$ cat src/i2c_regs_pkg.sv
// Package for the serial bus register block: offsets, field positions,
// reset values, bit-counter values and the engine phase encoding.
// Assumes a 32-bit AXI4-Lite register bus with byte addresses.
package i2c_regs_pkg;

	localparam int REG_AW = 8;

	localparam logic [7:0] OFS_DATA  = 8'h00;
	localparam logic [7:0] OFS_ADDR  = 8'h04;
	localparam logic [7:0] OFS_STAT  = 8'h08;
	localparam logic [7:0] OFS_IDLE  = 8'h0c;
	localparam logic [7:0] OFS_EVT   = 8'h10;
	localparam logic [7:0] OFS_EVEN  = 8'h14;
	localparam logic [7:0] OFS_EVCLR = 8'h18;

	localparam int ST_MASTER = 7;
	localparam int ST_TRX    = 6;
	localparam int ST_PIN    = 4;
	localparam int IDLE_KEEP_BIT = 6;
	localparam logic [7:0] IDLE_ONES = 8'hbe;

	localparam int NUM_EV  = 4;
	localparam int EV_DONE = 0;
	localparam int EV_AL   = 1;
	localparam int EV_HIT  = 2;
	localparam int EV_STOP = 3;

	localparam logic       PIN_RST  = 1'b1;
	localparam logic [6:0] ADDR_RST = 7'h00;
	localparam logic [7:0] GCALL_BYTE = 8'h00;

	localparam logic [3:0] CNT_PRE  = 4'hf;
	localparam logic [3:0] CNT_LAST = 4'h7;
	localparam logic [3:0] CNT_ACK  = 4'h8;

	localparam logic [1:0] RESP_OKAY   = 2'b00;
	localparam logic [1:0] RESP_SLVERR = 2'b10;

	typedef enum logic [1:0] {
		PH_IDLE = 2'b00,
		PH_ADDR = 2'b01,
		PH_DATA = 2'b11,
		PH_SKIP = 2'b10
	} ph_e;

endpackage

$ cat src/i2c_status_addr_data_regs.sv
// Register side of the serial bus interface in two-wire mode, with an
// AXI4-Lite slave, the bit engine and a sticky event interrupt.
// Assumes open-drain pads resolved outside; one system clock domain.
// Function
// - Status and control two share one address: reads give status, writes go to control.
// - Status bits 7, 6, 5 show master role, direction, bus busy; upper bits zero.
// - Status bit 4 reads 0 while an interrupt is pending; resets to 1.
// - Bit 3 on arbitration loss, bit 1 on general call, bit 2 on match or call.
// - Status bit 0 shows the most recently received data line bit.
// - Idle register bit 6 chooses halt or run in low-power idle.
// - Idle register bits 7 and 5..1 read one; software writes bit 0 as zero.
// - Data buffer has separate transmit and receive storage; writes never read back.
// - Transmit data shifts out from bit 7; received bits fill from the low end.
// - Address register bits 7..1 hold the own address compared as slave.
// - Address register bit 0 selects address recognition or free-data format.
// - In free-data format a master transmits and a slave receives.
// - An all-zero own address matches the start byte 0x01; avoid it as slave.
// - The engine's byte-done pulse clears the pending bit, and the clock line is held low.
// - Any data buffer read or write sets the pending bit, releasing the clock.
// - Bus busy sets on a start condition and clears on a stop condition.
`timescale 1ns/1ps
module i2c_status_addr_data_regs
	import i2c_regs_pkg::*;
(
	input  wire logic              clk_sys_i,
	input  wire logic              arst_n_i,
	input  wire logic [REG_AW-1:0] s_axi_awaddr_i,
	input  wire logic              s_axi_awvalid_i,
	output logic                   s_axi_awready_o,
	input  wire logic [31:0]       s_axi_wdata_i,
	input  wire logic [3:0]        s_axi_wstrb_i,
	input  wire logic              s_axi_wvalid_i,
	output logic                   s_axi_wready_o,
	output logic [1:0]             s_axi_bresp_o,
	output logic                   s_axi_bvalid_o,
	input  wire logic              s_axi_bready_i,
	input  wire logic [REG_AW-1:0] s_axi_araddr_i,
	input  wire logic              s_axi_arvalid_i,
	output logic                   s_axi_arready_o,
	output logic [31:0]            s_axi_rdata_o,
	output logic [1:0]             s_axi_rresp_o,
	output logic                   s_axi_rvalid_o,
	input  wire logic              s_axi_rready_i,
	input  wire logic              idle_req_i,
	input  wire logic              scl_i,
	output logic                   scl_o,
	output logic                   scl_oe_n_o,
	input  wire logic              sda_i,
	output logic                   sda_o,
	output logic                   sda_oe_n_o,
	output logic                   serial_bus_irq_o
);

	typedef struct packed {
		logic              awready;
		logic              wready;
		logic              bvalid;
		logic [1:0]        bresp;
		logic              aw_got;
		logic              w_got;
		logic [REG_AW-1:0] awaddr;
		logic [7:0]        wdata;
		logic              wstrb0;
		logic              arready;
		logic              rvalid;
		logic [1:0]        rresp;
		logic [31:0]       rdata;
		logic              master_role;
		logic              transmit_direction;
		logic              bus_busy;
		logic              pin;
		logic              arbitration_lost_flag;
		logic              own_address_hit;
		logic              general_call_hit;
		logic              idle_keep_running;
		logic              rate_bit0;
		logic [6:0]        slave_addr_field;
		logic              free_format_select;
		logic [7:0]        tx_byte;
		logic [NUM_EV-1:0] ev;
		logic [NUM_EV-1:0] ev_en;
		logic [1:0]        idle_s;
		logic              scl_oe_n;
		logic              sda_oe_n;
		logic              irq;
	} regs_s;

	regs_s st_r;
	regs_s st_nxt;

	logic [7:0] eng_rx;
	logic       eng_last;
	logic       eng_start;
	logic       eng_stop;
	logic       eng_done;
	logic       eng_hit;
	logic       eng_gcall;
	logic       eng_rw;
	logic       eng_al;
	logic       eng_sda_low;
	logic       eng_en;
	logic       trx_eff;
	logic [7:0] stat_byte;
	logic [7:0] idle_byte;

	// The engine halts in low-power idle unless told to keep running.
	assign eng_en = !(st_r.idle_s[1] && !st_r.idle_keep_running);
	assign trx_eff = st_r.free_format_select ? st_r.master_role
		: st_r.transmit_direction;
	assign stat_byte = {st_r.master_role, trx_eff, st_r.bus_busy, st_r.pin,
		st_r.arbitration_lost_flag, st_r.own_address_hit,
		st_r.general_call_hit, eng_last};
	assign idle_byte = IDLE_ONES | (8'(st_r.idle_keep_running) << IDLE_KEEP_BIT)
		| 8'(st_r.rate_bit0);

	i2c_bit_engine u_engine (
		.clk_sys_i  (clk_sys_i),
		.arst_n_i   (arst_n_i),
		.scl_i      (scl_i),
		.sda_i      (sda_i),
		.enable_i   (eng_en),
		.own_addr_i (st_r.slave_addr_field),
		.free_fmt_i (st_r.free_format_select),
		.master_i   (st_r.master_role),
		.trx_i      (st_r.transmit_direction),
		.tx_byte_i  (st_r.tx_byte),
		.rx_byte_o  (eng_rx),
		.last_bit_o (eng_last),
		.start_o    (eng_start),
		.stop_o     (eng_stop),
		.done_o     (eng_done),
		.hit_o      (eng_hit),
		.gcall_o    (eng_gcall),
		.rw_o       (eng_rw),
		.al_o       (eng_al),
		.sda_low_o  (eng_sda_low)
	);

	////////////////////////////////////////////////////////////////////////////////

	always_comb begin
		logic [NUM_EV-1:0] ev_set;
		logic [NUM_EV-1:0] ev_clr;
		logic [7:0]        ofs;
		ev_set = '0;
		ev_clr = '0;
		ofs = 8'h00;
		st_nxt = st_r;
		st_nxt.idle_s = {st_r.idle_s[0], idle_req_i};

		// Write address and data are taken in either order.
		if (s_axi_awvalid_i && st_r.awready) begin
			st_nxt.aw_got = 1'b1;
			st_nxt.awaddr = s_axi_awaddr_i;
		end
		if (s_axi_wvalid_i && st_r.wready) begin
			st_nxt.w_got = 1'b1;
			st_nxt.wdata = s_axi_wdata_i[7:0];
			st_nxt.wstrb0 = s_axi_wstrb_i[0];
		end
		if (st_r.bvalid && s_axi_bready_i) begin
			st_nxt.bvalid = 1'b0;
		end
		if (st_r.aw_got && st_r.w_got && !st_r.bvalid) begin
			ofs = {st_r.awaddr[7:2], 2'b00};
			st_nxt.aw_got = 1'b0;
			st_nxt.w_got = 1'b0;
			st_nxt.bvalid = 1'b1;
			st_nxt.bresp = RESP_OKAY;
			case (ofs)
				OFS_DATA: begin
					if (st_r.wstrb0) begin
						st_nxt.tx_byte = st_r.wdata;
					end
					st_nxt.pin = 1'b1;
				end
				OFS_ADDR: begin
					if (st_r.wstrb0) begin
						st_nxt.slave_addr_field = st_r.wdata[7:1];
						st_nxt.free_format_select = st_r.wdata[0];
					end
				end
				OFS_STAT: begin
					if (st_r.wstrb0) begin
						st_nxt.master_role = st_r.wdata[ST_MASTER];
						st_nxt.transmit_direction = st_r.wdata[ST_TRX];
						if (st_r.wdata[ST_PIN]) begin
							st_nxt.pin = 1'b1;
						end
					end
				end
				OFS_IDLE: begin
					if (st_r.wstrb0) begin
						st_nxt.idle_keep_running = st_r.wdata[IDLE_KEEP_BIT];
						st_nxt.rate_bit0 = st_r.wdata[0];
					end
				end
				OFS_EVEN: begin
					if (st_r.wstrb0) begin
						st_nxt.ev_en = st_r.wdata[NUM_EV-1:0];
					end
				end
				OFS_EVCLR: begin
					if (st_r.wstrb0) begin
						ev_clr = st_r.wdata[NUM_EV-1:0];
					end
				end
				OFS_EVT: begin
					st_nxt.bresp = RESP_SLVERR;
				end
				default: begin
					st_nxt.bresp = RESP_SLVERR;
				end
			endcase
		end
		st_nxt.awready = !st_nxt.aw_got && !st_nxt.bvalid;
		st_nxt.wready = !st_nxt.w_got && !st_nxt.bvalid;

		// Read path: one read under way at a time.
		if (st_r.rvalid && s_axi_rready_i) begin
			st_nxt.rvalid = 1'b0;
			st_nxt.arready = 1'b1;
		end
		if (s_axi_arvalid_i && st_r.arready) begin
			st_nxt.arready = 1'b0;
			st_nxt.rvalid = 1'b1;
			st_nxt.rresp = RESP_OKAY;
			st_nxt.rdata = 32'h0000_0000;
			case ({s_axi_araddr_i[7:2], 2'b00})
				OFS_DATA: begin
					st_nxt.rdata = {24'h00_0000, eng_rx};
					st_nxt.pin = 1'b1;
				end
				OFS_ADDR: begin
					st_nxt.rdata = {24'h00_0000, st_r.slave_addr_field,
						st_r.free_format_select};
				end
				OFS_STAT: begin
					st_nxt.rdata = {24'h00_0000, stat_byte};
				end
				OFS_IDLE: begin
					st_nxt.rdata = {24'h00_0000, idle_byte};
				end
				OFS_EVT: begin
					st_nxt.rdata = {{(32-NUM_EV){1'b0}}, st_r.ev};
				end
				OFS_EVEN: begin
					st_nxt.rdata = {{(32-NUM_EV){1'b0}}, st_r.ev_en};
				end
				OFS_EVCLR: begin
					st_nxt.rdata = 32'h0000_0000;
				end
				default: begin
					st_nxt.rresp = RESP_SLVERR;
				end
			endcase
		end

		// Bus events are applied after software so that hardware wins.
		if (eng_start) begin
			st_nxt.bus_busy = 1'b1;
			st_nxt.own_address_hit = 1'b0;
			st_nxt.general_call_hit = 1'b0;
			st_nxt.arbitration_lost_flag = 1'b0;
		end
		if (eng_stop) begin
			st_nxt.bus_busy = 1'b0;
			st_nxt.master_role = 1'b0;
			st_nxt.transmit_direction = 1'b0;
			ev_set[EV_STOP] = 1'b1;
		end
		if (eng_al) begin
			st_nxt.arbitration_lost_flag = 1'b1;
			st_nxt.master_role = 1'b0;
			st_nxt.transmit_direction = 1'b0;
			ev_set[EV_AL] = 1'b1;
		end
		if (eng_hit) begin
			st_nxt.own_address_hit = 1'b1;
			st_nxt.general_call_hit = eng_gcall;
			st_nxt.transmit_direction = eng_rw;
			ev_set[EV_HIT] = 1'b1;
		end
		if (eng_done) begin
			st_nxt.pin = 1'b0;
			ev_set[EV_DONE] = 1'b1;
		end
		st_nxt.ev = (st_r.ev & ~ev_clr) | ev_set;
		st_nxt.irq = |(st_nxt.ev & st_nxt.ev_en);

		// Clock is held low while a request is pending and the engine is not halted.
		st_nxt.scl_oe_n = !(eng_en && !st_nxt.pin);
		st_nxt.sda_oe_n = !(eng_en && eng_sda_low);
	end

	always_ff @(posedge clk_sys_i or negedge arst_n_i) begin
		if (!arst_n_i) begin
			st_r <= '{awready: 1'b1, wready: 1'b1, arready: 1'b1, pin: PIN_RST,
				slave_addr_field: ADDR_RST, scl_oe_n: 1'b1, sda_oe_n: 1'b1,
				default: '0};
		end else begin
			st_r <= st_nxt;
		end
	end

	assign s_axi_awready_o = st_r.awready;
	assign s_axi_wready_o = st_r.wready;
	assign s_axi_bresp_o = st_r.bresp;
	assign s_axi_bvalid_o = st_r.bvalid;
	assign s_axi_arready_o = st_r.arready;
	assign s_axi_rdata_o = st_r.rdata;
	assign s_axi_rresp_o = st_r.rresp;
	assign s_axi_rvalid_o = st_r.rvalid;
	assign scl_o = 1'b0;
	assign sda_o = 1'b0;
	assign scl_oe_n_o = st_r.scl_oe_n;
	assign sda_oe_n_o = st_r.sda_oe_n;
	assign serial_bus_irq_o = st_r.irq;
endmodule // i2c_status_addr_data_regs

$ cat src/i2c_bit_engine.sv
// Bit engine: synchronises the bus lines, detects start and stop, counts
// bits and acknowledge, recognises addresses and shifts bytes in and out.
// Assumes raw open-drain pin levels on scl_i and sda_i.
`timescale 1ns/1ps
module i2c_bit_engine
	import i2c_regs_pkg::*;
(
	input  wire logic       clk_sys_i,
	input  wire logic       arst_n_i,
	input  wire logic       scl_i,
	input  wire logic       sda_i,
	input  wire logic       enable_i,
	input  wire logic [6:0] own_addr_i,
	input  wire logic       free_fmt_i,
	input  wire logic       master_i,
	input  wire logic       trx_i,
	input  wire logic [7:0] tx_byte_i,
	output logic      [7:0] rx_byte_o,
	output logic            last_bit_o,
	output logic            start_o,
	output logic            stop_o,
	output logic            done_o,
	output logic            hit_o,
	output logic            gcall_o,
	output logic            rw_o,
	output logic            al_o,
	output logic            sda_low_o
);

	typedef struct packed {
		logic [1:0] scl_s;
		logic [1:0] sda_s;
		logic       scl_d;
		logic       sda_d;
		ph_e        ph;
		logic [3:0] cnt;
		logic [7:0] sh;
		logic [7:0] tx;
		logic [7:0] rx;
		logic       last_bit;
		logic       drive_low;
		logic       start;
		logic       stop;
		logic       done;
		logic       hit;
		logic       gcall;
		logic       rw;
		logic       al;
	} eng_s;

	eng_s r;
	eng_s n;

	always_comb begin
		logic scl;
		logic sda;
		logic xmit;
		logic tx_on;
		logic [7:0] b;
		scl = r.scl_s[1];
		sda = r.sda_s[1];
		b = {r.sh[6:0], sda};
		xmit = free_fmt_i ? master_i : trx_i;
		tx_on = xmit && (master_i || r.ph == PH_DATA);
		n = r;
		n.start = 1'b0;
		n.stop = 1'b0;
		n.done = 1'b0;
		n.hit = 1'b0;
		n.gcall = 1'b0;
		n.al = 1'b0;
		n.scl_s = {r.scl_s[0], scl_i};
		n.sda_s = {r.sda_s[0], sda_i};
		n.scl_d = scl;
		n.sda_d = sda;
		if (!enable_i) begin
			n.ph = PH_IDLE;
			n.cnt = CNT_PRE;
			n.drive_low = 1'b0;
		end else if (scl && r.sda_d && !sda) begin
			n.start = 1'b1;
			n.ph = free_fmt_i ? PH_DATA : PH_ADDR;
			n.cnt = CNT_PRE;
			n.tx = tx_byte_i;
			n.drive_low = 1'b0;
		end else if (scl && !r.sda_d && sda) begin
			n.stop = 1'b1;
			n.ph = PH_IDLE;
			n.drive_low = 1'b0;
		end else if (r.ph != PH_IDLE) begin
			if (scl && !r.scl_d) begin
				if (r.cnt <= CNT_ACK) begin
					n.last_bit = sda;
				end
				if (r.cnt < CNT_ACK) begin
					n.sh = b;
					if (tx_on && r.tx[7] && !sda) begin
						n.al = master_i;
						n.ph = PH_SKIP;
					end
				end
				if (r.cnt == CNT_LAST && n.ph != PH_SKIP) begin
					n.rx = b;
					if (r.ph == PH_ADDR && !master_i) begin
						if (b == GCALL_BYTE) begin
							n.gcall = 1'b1;
							n.hit = 1'b1;
							n.rw = 1'b0;
							n.ph = PH_DATA;
						end else if (b[7:1] == own_addr_i) begin
							n.hit = 1'b1;
							n.rw = b[0];
							n.ph = PH_DATA;
						end else begin
							n.ph = PH_SKIP;
						end
					end else if (r.ph == PH_ADDR) begin
						n.ph = PH_DATA;
					end
				end
			end else if (!scl && r.scl_d) begin
				if (r.cnt == CNT_PRE) begin
					n.cnt = 4'h0;
				end else if (r.cnt == CNT_ACK) begin
					n.cnt = 4'h0;
					n.done = master_i || r.ph == PH_DATA;
					n.tx = tx_byte_i;
				end else begin
					n.cnt = r.cnt + 4'h1;
					n.tx = {r.tx[6:0], 1'b1};
				end
				if (n.ph == PH_SKIP) begin
					n.drive_low = 1'b0;
				end else if (n.cnt == CNT_ACK) begin
					n.drive_low = !tx_on && (master_i || n.ph == PH_DATA);
				end else begin
					n.drive_low = tx_on && !n.tx[7];
				end
			end
		end
	end

	always_ff @(posedge clk_sys_i or negedge arst_n_i) begin
		if (!arst_n_i) begin
			r <= '{scl_s: 2'b11, sda_s: 2'b11, scl_d: 1'b1, sda_d: 1'b1,
				ph: PH_IDLE, cnt: CNT_PRE, default: '0};
		end else begin
			r <= n;
		end
	end

	assign rx_byte_o = r.rx;
	assign last_bit_o = r.last_bit;
	assign start_o = r.start;
	assign stop_o = r.stop;
	assign done_o = r.done;
	assign hit_o = r.hit;
	assign gcall_o = r.gcall;
	assign rw_o = r.rw;
	assign al_o = r.al;
	assign sda_low_o = r.drive_low;
endmodule // i2c_bit_engine

$ cat config.mk
export PLATFORM = sky130hd
export DESIGN_NAME = i2c_status_addr_data_regs
export DESIGN_NICKNAME = d
export VERILOG_FILES = /design/src/i2c_regs_pkg.sv /design/src/i2c_status_addr_data_regs.sv /design/src/i2c_bit_engine.sv
export SDC_FILE = /design/constraint.sdc
export NUM_CORES = 1
export LEC_CHECK = 0
export ABC_AREA = 1
export BUFFER_PORTS_ARGS = -buffer_cell sky130_fd_sc_hd__buf_4
export CORE_MARGIN = 5
export CORE_UTILIZATION = 55
export CTS_CLUSTER_SIZE = 12
export DETAILED_ROUTE_END_ITERATION = 8
export PLACE_DENSITY = 0.79
export REMOVE_ABC_BUFFERS = 1
export SLEW_MARGIN = 10
export SYNTH_ARGS = -nofsm -noshare
export SYNTH_HDL_FRONTEND = slang
export SYNTH_SLANG_ARGS = --single-unit
$ cat constraint.sdc
create_clock -name clk_sys_i -period 2.1 [get_ports clk_sys_i]
set_clock_uncertainty 0.05 [all_clocks]
set_input_delay 0.42 -clock clk_sys_i [delete_from_list [all_inputs] [get_ports clk_sys_i]]
set_output_delay 0.42 -clock clk_sys_i [all_outputs]
set_load 0.01 [all_outputs]
After elaboration in Yosys (flattened, before gate mapping)
Index checks and enable logic that the tools add are counted.

word-level totals
  bits in latches = 0
  register bits after elaboration = 143
  output and inout bits = 46
  memories = 0
  logic and storage cells = 277
  input bits = 62
  memory bits (writable) = 0
  ROM bits = 0

cells by class
  add/subtract/negate cells = 1
  multiply operators = 0
  shifts and indexed selects = 0
  equal/unequal tests = 26
  divide/modulo/power cells = 0
  reduce and logical (&&, ||, !) cells = 81
  muxes and demuxes = 109
  bitwise gates (word level) = 8
  $lt $le $gt $ge = 2

operators with widths
  operator                                                         number
  8-bit 2-to-1 mux                                                 14
  4-bit 2-to-1 mux                                                 17
  8-bit one-hot mux with 6 select lines                            1
  2-bit 2-to-1 mux                                                 22
  1-bit 2-to-1 mux                                                 39
  36-bit 2-to-1 mux                                                1
  32-bit 2-to-1 mux                                                1
  6-bit by 3-bit == test with 1-bit output, second input constant  5
  29-bit 2-to-1 mux                                                1
  1-bit logical AND                                                25
  6-bit by 2-bit == test with 1-bit output, second input constant  4
  6-bit AND reduction                                              4
  4-bit nonzero test                                               6
  6-bit 2-to-1 mux                                                 3
  3-bit AND reduction                                              6
  1-bit logical NOT                                                16
  2-bit nonzero test                                               8
  5-bit 2-to-1 mux                                                 3
  3-bit nonzero test                                               5
  4-bit == test, second input constant                             3
  6-bit by 1-bit == test with 1-bit output, second input constant  2
  6-bit logical NOT                                                2
  3-bit 2-to-1 mux                                                 4
  9-bit 2-to-1 mux                                                 1
  27 further kinds                                                 34

Logic depth before layout (Yosys ltp)
Gate-level depths: netlist of the first run.

  depth after elaboration = 20
  gate-level depth with buffers = 11
  depth with buffers taken out = 11

Hierarchy
Synthesis of the first run repeated with hierarchy kept, for this count alone.

second synthesis, totals
  cell total of the unflattened synthesis = 703
  area total of the unflattened synthesis = 5844.4 µm²

modules (own cells, without submodules)
  module                     area an instance (µm²)  times used  cells each  sequential area each (µm²)
  i2c_status_addr_data_regs  3482.1                  1           422         1759.2
  i2c_bit_engine             2362.3                  1           281         1113.6

Least setup slack after synthesis of the first run
OpenSTA, ideal clock, no wires.

  path kind = register to register
  from = register u_engine.r[33] (netlist bit)
  to = register u_engine.r (netlist bit u_engine.sda_low_o)
  required time = 1.933 ns
  buffers on the path = 1
  cell stages (with the launch flop) = 10
  library setup time = 0.117 ns
  path slack = 0.486 ns
  arrival time = 1.446 ns
  period minus slack after synthesis = 1.614 ns
  cells stage by stage = dfstp_2 inv_1 ha_1 nand3_1 buf_2 nand3_1 nand3_1 o21ai_1 nand3_1 nand2_1

on the way
  cells in the longest elaborated chain, start to end = 19
  elaborated cells on any way between the ends = 30
  those cells by class = 1 x add/sub; 3 x eq/ne; 24 x mux; 2 x reduce/logical

RTL lines
  item                                                                                             line                   text
  from (decl)                                                                                      i2c_bit_engine.sv:51   eng_s r;
  from (signal assigned)                                                                           i2c_bit_engine.sv:145  r <= '{scl_s: 2'b11, sda_s: 2'b11, scl_d: 1'b1, sda_d: 1'b1,
  from (signal assigned)                                                                           i2c_bit_engine.sv:148  r <= n;
  parallel branches: the longest is 11 deep, another holds 4-bit by 1-bit adder with 4-bit output  --
  1-bit 2-to-1 mux (*)                                                                             i2c_bit_engine.sv:134  end else if (n.cnt == CNT_ACK) begin
  1-bit 2-to-1 mux (*)                                                                             i2c_bit_engine.sv:132  if (n.ph == PH_SKIP) begin
  1-bit 2-to-1 mux (*)                                                                             i2c_bit_engine.sv:121  end else if (!scl && r.scl_d) begin
  1-bit 2-to-1 mux (*)                                                                             i2c_bit_engine.sv:91   if (scl && !r.scl_d) begin
  32-bit 2-to-1 mux (*)                                                                            i2c_bit_engine.sv:90   end else if (r.ph != PH_IDLE) begin
  1-bit 2-to-1 mux (*)                                                                             i2c_bit_engine.sv:86   end else if (scl && !r.sda_d && sda) begin
  1-bit 2-to-1 mux (*)                                                                             i2c_bit_engine.sv:80   end else if (scl && r.sda_d && !sda) begin
  1-bit 2-to-1 mux (*)                                                                             i2c_bit_engine.sv:76   if (!enable_i) begin

Mark *: on every way between the ends. The select of a mux whose other input is x is not followed.
A chain may end at the register's enable or synchronous reset.

Final worst setup path of the first run
  from = register st_r (netlist bit s_axi_bvalid_o)
  to = register st_r[23] (netlist bit)

on the way
  cells in the longest elaborated chain, start to end = 3

RTL lines
  item                                  line                              text
  from (decl)                           i2c_status_addr_data_regs.sv:88   regs_s st_r;
  from (signal assigned)                i2c_status_addr_data_regs.sv:298  st_r <= '{awready: 1'b1, wready: 1'b1, arready: 1'b1, pin: PIN_RST,
  from (signal assigned)                i2c_status_addr_data_regs.sv:302  st_r <= st_nxt;
  1-bit logical NOT                     i2c_status_addr_data_regs.sv:164  if (st_r.aw_got && st_r.w_got && !st_r.bvalid) begin
  1-bit logical AND                     i2c_status_addr_data_regs.sv:164
  3-bit AND reduction (no source line)  --

Every way passes these cells.

==> results of run 1 <==
-- power by group through the flow --
stage	combinational, mW	clock (mW)	sequential [mW]
finish	2.06	2.88	3.26
CTS	2.06	2.91	3.25
floorplan	1.33	0	3.21
detailed placement	2.02	0	3.28
global placement	1.96	0	3.25
global route	2.33	3.01	3.32
-- path summary, 6_finish.rpt --
path | to | from | cells after the start | slack, ps
max in group asynchronous | u_engine.r[35] | arst_n_i | 3 | 980
worst max-delay path | st_r[23] | s_axi_bvalid_o | 6 | 330
worst min-delay path | st_r[89] | s_axi_awaddr_i[6] | 3 | 50
worst max register to register | st_r[23] | s_axi_bvalid_o | 6 | 330
min in group asynchronous | s_axi_rdata_o[6] | arst_n_i | 2 | 380
worst min register to register | u_engine.n[40] | u_engine.n[44] | 0 | 300
-- cell usage after synthesis (2+ instances only) --
cell type and count:
a211oi_1 2, a21oi_1 33, a21oi_2 3, a22oi_1 9, buf_2 2, buf_4 39
buf_6 2, clkbuf_1 2, clkinv_1 2, dfrtp_1 98, dfstp_2 16, ha_1 2
inv_1 78, inv_2 6, nand2_1 141, nand2_2 4, nand2_4 4, nand3_1 21
nand3_2 3, nand3_4 3, nand4_1 7, nor2_1 36, nor2_2 7, nor2_4 4
nor3_1 5, nor4_1 4, o211ai_1 2, o21ai_0 43, o21ai_1 9, o21ai_2 17
o22ai_1 6, o31ai_1 2, xnor2_1 3, xor2_1 3
-- routing by layer --
layer	part of all wire [%]	vias to the layer above	GRT usage (%)
li1	-	2133	-
met1	42	2162	26.82
met3	5.8	39	4.421
met2	49	176	34.83
met4	3.4	0	10.46
met5	0	-	0
-- cell families after synthesis --
| kind of cell | share of synthesized area (%) |
|---|---|
| adder cells (fa/ha/maj) | 0.4448 |
| flip-flops | 51.07 |
| buffers and inverters | 12.03 |
| XOR/XNOR | 0.9343 |
| AO/OA/AOI/OAI | 15.10 |
| other | 0.06666 |
| AND/OR/NAND/NOR | 20.35 |
-- registers in the layout, summed over array words and instances (netlist names), 4 cells and up --
name                count
u_engine.r             23
u_engine.rx_byte_o      8
s_axi_rdata_o           8
st_r                   51
u_engine.n              4
-- critical path: stages (launching register included) --
cell and delay (ps):
dfrtp_1 380, inv_1 80, nand3_2 160, nor2_4 230, nand3_1 440, nand2_1 200, o21ai_0 100
-- cell type report --
cell class              instances  share of cell area, %
clock inverters                 9                  1.979
inverters                      87                  4.956
clock buffers                  23                  7.028
flip-flops and latches        114                  43.26
well taps                     136                  2.563
multi-input cells             416                  32.79
repair buffers                 61                  7.424
-- what timing repair did --
item	in CTS	in global routing
hold buffers	4	0
setup endpoints to repair	0	0
endpoints found under the hold margin	33	0
==> flow_metrics.tcl, run 1 <==
set metrics [dict create \
    status "completed" \
    worstPathRequired_ps 2420 \
    core-area_sq_um 10140 \
    maxCapViolCount 0 \
    place_area_sq_um 6002 \
    finalHoldViolCount 0 \
    finalNetCount 761 \
    p_int_mw 5.479 \
    final-seq-area_sq_um 2873 \
    critPathKind "flop to flop" \
    cp_data_arrival_time_ps 2090 \
    worst_setup_path_end_kind "flop" \
    grt_max_degree 39 \
    cts_made_buffers 17 \
    yosys_register_bits 114 \
    hold_class "primary input to flop" \
    clk_pin_slew_ps 60 \
    ctsResizeCount 0 \
    drive_above_1_share_pct 22.25 \
    dr.pass1.iters 5 \
    power_density_nw_per_um2 1234 \
    p_sw_share_pct 33.13 \
    io_buffers 48 \
    cts_tree "built" \
    dominantRegCellSynth "dfrtp_1" \
    viasPerCell 5.331 \
    top_level_ports 108 \
    clkLatencyLatePin_ps 510 \
    cts_setup_buffers 0 \
    peakVddDrop_uv 753.2 \
    critPathLaunchType "flop" \
    wl_per_cell_microns 14.99 \
    n_antenna_cell 0 \
    setup_viol 0 \
    final_core_util_pct 65.49 \
    root_buffer "clkbuf_8" \
    fin_crit_sh_pct 84.24 \
    die-height_microns 111.1 \
    grt_pass1_vias 4547 \
    cp_max_fo 16 \
    grt_use_total_pct 21.23 \
    antenna_found_initial 0 \
    p_total_mw 8.194 \
    slew_headroom_pct 63.52 \
    synth_top_cell_area_share_pct 43.59 \
    die_area_sq_um 12350 \
    routabilityCongestion 0.8847 \
    synth_cells 636 \
    hpwl_microns 9102 \
    dieWidth_microns 111.1 \
    synth_area_sq_um 5625 \
    synth_top_area_cell "dfrtp_1" \
    start_util_pct 55.49 \
    worst_pin_slew_ps 545.7 \
    period_minus_slack_ps 1769 \
    drc 0 \
    final_common_cell "nand2_1" \
    place_ws_ps 280.8 \
    final-max-slew-violation-count 0 \
    setup_tns_ps 0 \
    async_flop_share_pct 100.0 \
    stdcell_count 846 \
    grt_pass1_wl_microns 21270 \
    grt_overflow 0 \
    final_cell_mix "141 x nand2_1, 98 x dfrtp_1, 78 x inv_1" \
    rsz0062_at_grt "false" \
    cts_buffer_depth 2 \
    max_freq_ghz 0.5653 \
    switching_power_mw 2.715 \
    fillers 797 \
    cts_sinks 114 \
    p_seq_share_pct 39.8 \
    synth.distinct_cells 52 \
    rows 37 \
    yosysSeqAreaShare_pct 51.07 \
    timing.hold.ws_ps 52.93 \
    avgSynthCellArea_sq_um 8.845 \
    ys_warn_count 0 \
    p_clk_share_pct 35.1 \
    wirelength_microns 12680 \
    fin_ws_ps 331.1 \
    fin_area_sq_um 6640 \
    areaGrowthSynthToFinish_pct 18.04 \
    multi_input_area_sq_um 2177 \
    pwr-share-comb_pct 25.1 \
    ant_nets 0 \
    synth.area.top_cells "dfrtp_1 44%, nand2_1 9.4%, dfstp_2 7.5%, buf_4 5.2%, inv_1 5.2%" \
    cts.htree.levels 4 \
    vias 4510 \
    synth_edf_count 0 \
    drtIter0Drc 277 \
    p_leak_nw 3.228 \
    placed_cells 810 \
]
No activity file was read; power rests on OpenSTA's default activity.
==> run 2, diff against run 1 <==
- ABC_AREA: 1 -> 0
- CORE_UTILIZATION: 55 -> 50
- PLACE_DENSITY: 0.79 -> 0.76
- clock period: 2.1 -> 1.57 ns (I/O delays scaled with it)
==> run 2 against run 1 <==
Net effect:
- the run now ends with negative setup slack left
- critical path type unchanged
- clock power grew 42%
- critical path depth grew 1
- utilization grew 12 points
- largest power group unchanged
==> flow_metrics.tcl, run 2 <==
set metrics [dict create \
    status "finished with violations" \
    violations "negative setup slack" \
    p_leak_nw 3.951 \
    cts_tree "built" \
    grt_use_total_pct 26.05 \
    ys_warn_count 0 \
    dieWidth_microns 114.8 \
    grt_max_degree 45 \
    grt_pass1_vias 4937 \
    worstHoldStart "s_axi_araddr_i[2]" \
    synth_top_area_cell "dfrtp_1" \
    routabilityCongestion 0.9005 \
    largest_reg_flops 51 \
    wirelength_microns 18930 \
    final-max-slew-violation-count 0 \
    synth.area.mux_share_pct 13.18 \
    synth_compound_area_share_pct 10.70 \
    core-area_sq_um 10790 \
    synth_edf_count 0 \
    fin_ws_ps -661.1 \
    cp_data_arrival_time_ps 2620 \
    worst_setup_path_end_kind "flop" \
    rows 38 \
    synth.distinct_cells 61 \
    synthAdderAreaFrac_pct 0.4561 \
    grt_pass1_wl_microns 26130 \
    place_ws_ps -474.0 \
    dominantRegCellSynth "dfrtp_1" \
    synth-simple-area-share_pct 13.82 \
    io_buffers 48 \
    viasPerCell 5.833 \
    holdPathStages 3 \
    fin_crit_sh_pct 142.1 \
    drtIter0Drc 437 \
    final_cell_mix "140 x buf_4, 96 x dfrtp_1, 29 x mux2_4, 29 x nand2_1, 29 x mux2_2" \
    maxCapViolCount 0 \
    rr_worst_depth 7 \
    synth_xor_area_share_pct 1.938 \
    power_density_nw_per_um2 1461 \
    rr_startpoint "u_engine.r[34]" \
    critPathLaunchType "flop" \
    wl_per_cell_microns 22.88 \
    cts_buffer_depth 2 \
    ff2ff_setup_slack_ps -660 \
    final_common_cell "buf_4" \
    synth.area.top_cells "dfrtp_1 45%, mux2_2 12%, dfstp_2 7.7%, buf_4 5.2%, nand2_1 2.9%" \
    synthTopCellsByCount "98 x dfrtp_1, 58 x mux2_2, 42 x nand2_1" \
    yosys_register_bits 114 \
    max_freq_ghz 0.4482 \
    synth_cells 488 \
    clk_pin_slew_ps 60 \
    reg_top3 "st_r x51, u_engine.r x23" \
    dr.pass1.iters 5 \
    finalNetCount 738 \
    synth_area_sq_um 5487 \
    finalHoldViolCount 0 \
    regMostFlops "st_r" \
    vias 4824 \
    synth_top_family_by_area "simple AND/OR/NAND/NOR gates" \
    top_level_ports 108 \
    start_util_pct 50.83 \
    avgSynthCellArea_sq_um 11.24 \
    worstPathRequired_ps 1960 \
    clkLatencyLatePin_ps 520 \
    drive_above_1_share_pct 55.17 \
    synth_top_cell_area_share_pct 44.70 \
    die_area_sq_um 13170 \
    areaGrowthSynthToFinish_pct 51.81 \
    yosysSeqAreaShare_pct 52.36 \
    root_buffer "clkbuf_8" \
    antenna_found_initial 0 \
    rsz0062_at_grt "true" \
    cts_made_buffers 17 \
    cp_max_fo 5 \
    period_minus_slack_ps 2231 \
    peakVddDrop_uv 1381 \
    async_flop_share_pct 100.0 \
    n_antenna_cell 0 \
    cts.htree.levels 4 \
    die-height_microns 114.8 \
    hpwl_microns 9872 \
    drc 0 \
    grt_overflow 0 \
    min_to "s_axi_rdata_o[1]" \
    cts_sinks 114 \
    critPathKind "flop to flop" \
    yosys.cell_count.top_type "dfrtp_1" \
    worst_r2r_endpoint "u_engine.sda_low_o" \
    setup_tns_ps -16180 \
    hold_class "primary input to flop" \
    ant_nets 0 \
    setup_viol 65 \
]
==> run 2: cell types whose count changed in the layout (fill, tap and decap cells not counted), moves of 7 or more <==
cell           previous run  this run
buf_6                     0        26
a21oi_1                  33        14
o21ai_0                  43        11
buf_4                    55       140
nor2_1                   36        15
nand3_1                  21         6
mux2_2                    0        29
mux2_4                    0        29
o21ai_1                   9         2
dlygate4sd3_1             4        23
inv_1                    78        11
nand2_1                 141        29
==> run 2: area by class of cell <==
type	instances	area, sq um
multi-input combinational	334	2943
sequential	114	2875
fill	612	2464
timing repair buffer	194	1669
clock buffer	22	462.9
tap	140	175.2
clock inverter	10	155.1
inverter	13	48.80
==> run 2: through the flow <==
| stage | utilization, % | total power [mW] | instance area [sq um] | cells | hold slack (ps) |
|---|---|---|---|---|---|
| 5_1_grt | 77.17 | 12.58 | 8329 | 827 | 109.7 |
| 3_3_place_gp | 60.62 | 6.677 | 6543 | 748 | 160.8 |
| 4_1_cts | 72.64 | 11.32 | 7840 | 812 | 0.01810 |
| 2_1_floorplan | - | 5.287 | 5226 | 461 | -31.59 |
| 3_5_place_dp | 60.62 | 6.783 | 6543 | 748 | 164.0 |
| 6_report | 77.17 | 12.17 | 8329 | 827 | 121.6 |
==> run 2: cell families after synthesis <==
| kind of cell | count (synthesis) |
|---|---|
| other | 1 |
| AND/OR/NAND/NOR | 140 |
| adder cells (fa/ha/maj) | 2 |
| multiplexers | 65 |
| flip-flops | 114 |
| AO/OA/AOI/OAI | 89 |
| XOR/XNOR | 10 |
| buffers and inverters | 67 |
==> run 2: layer usage <==
layer	wire, microns	track usage [%]
met1	6933	31.47
met2	9815	44.28
met3	1333	6.895
met4	843	10.95
met5	0	0
==> run 2: critical path, stage by stage, from the launching register on <==
cell	delay [ps]
dfstp_2	550
inv_2	60
ha_4	160
and3b_2	260
a211oi_4	270
a311oi_2	80
or4b_1	540
nand3_1	180
==> run 2: power by group <==
group	total [mW]	switching [mW]	internal [mW]
Sequential	4.33	0.707	3.62
Combinational	3.75	1.81	1.94
Clock	4.09	1.40	2.69
==> run 2: how the worst max path moves through the flow <==
stage / start / to / slack (ps) / cells after the start
2_1_floorplan: s_axi_araddr_i[5] / s_axi_rdata_o[1] / -540 / 5
3_3_place_gp: u_engine.n[39] / u_engine.last_bit_o / -430 / 5
3_5_place_dp: u_engine.r[33] / u_engine.sda_low_o / -470 / 7
4_1_cts: u_engine.n[39] / u_engine.r[25] / -460 / 5
5_1_grt: u_engine.r[34] / u_engine.sda_low_o / -720 / 7
6_report: u_engine.r[34] / u_engine.sda_low_o / -660 / 7
==> run 2: repair_timing <==
item	in CTS	in global routing
buffers inserted	11	17
gates cloned	0	1
resized for setup	100	95
pin swaps	20	32
hold buffers	22	1
endpoints found under the setup margin	58	73
hold endpoints to repair	126	1
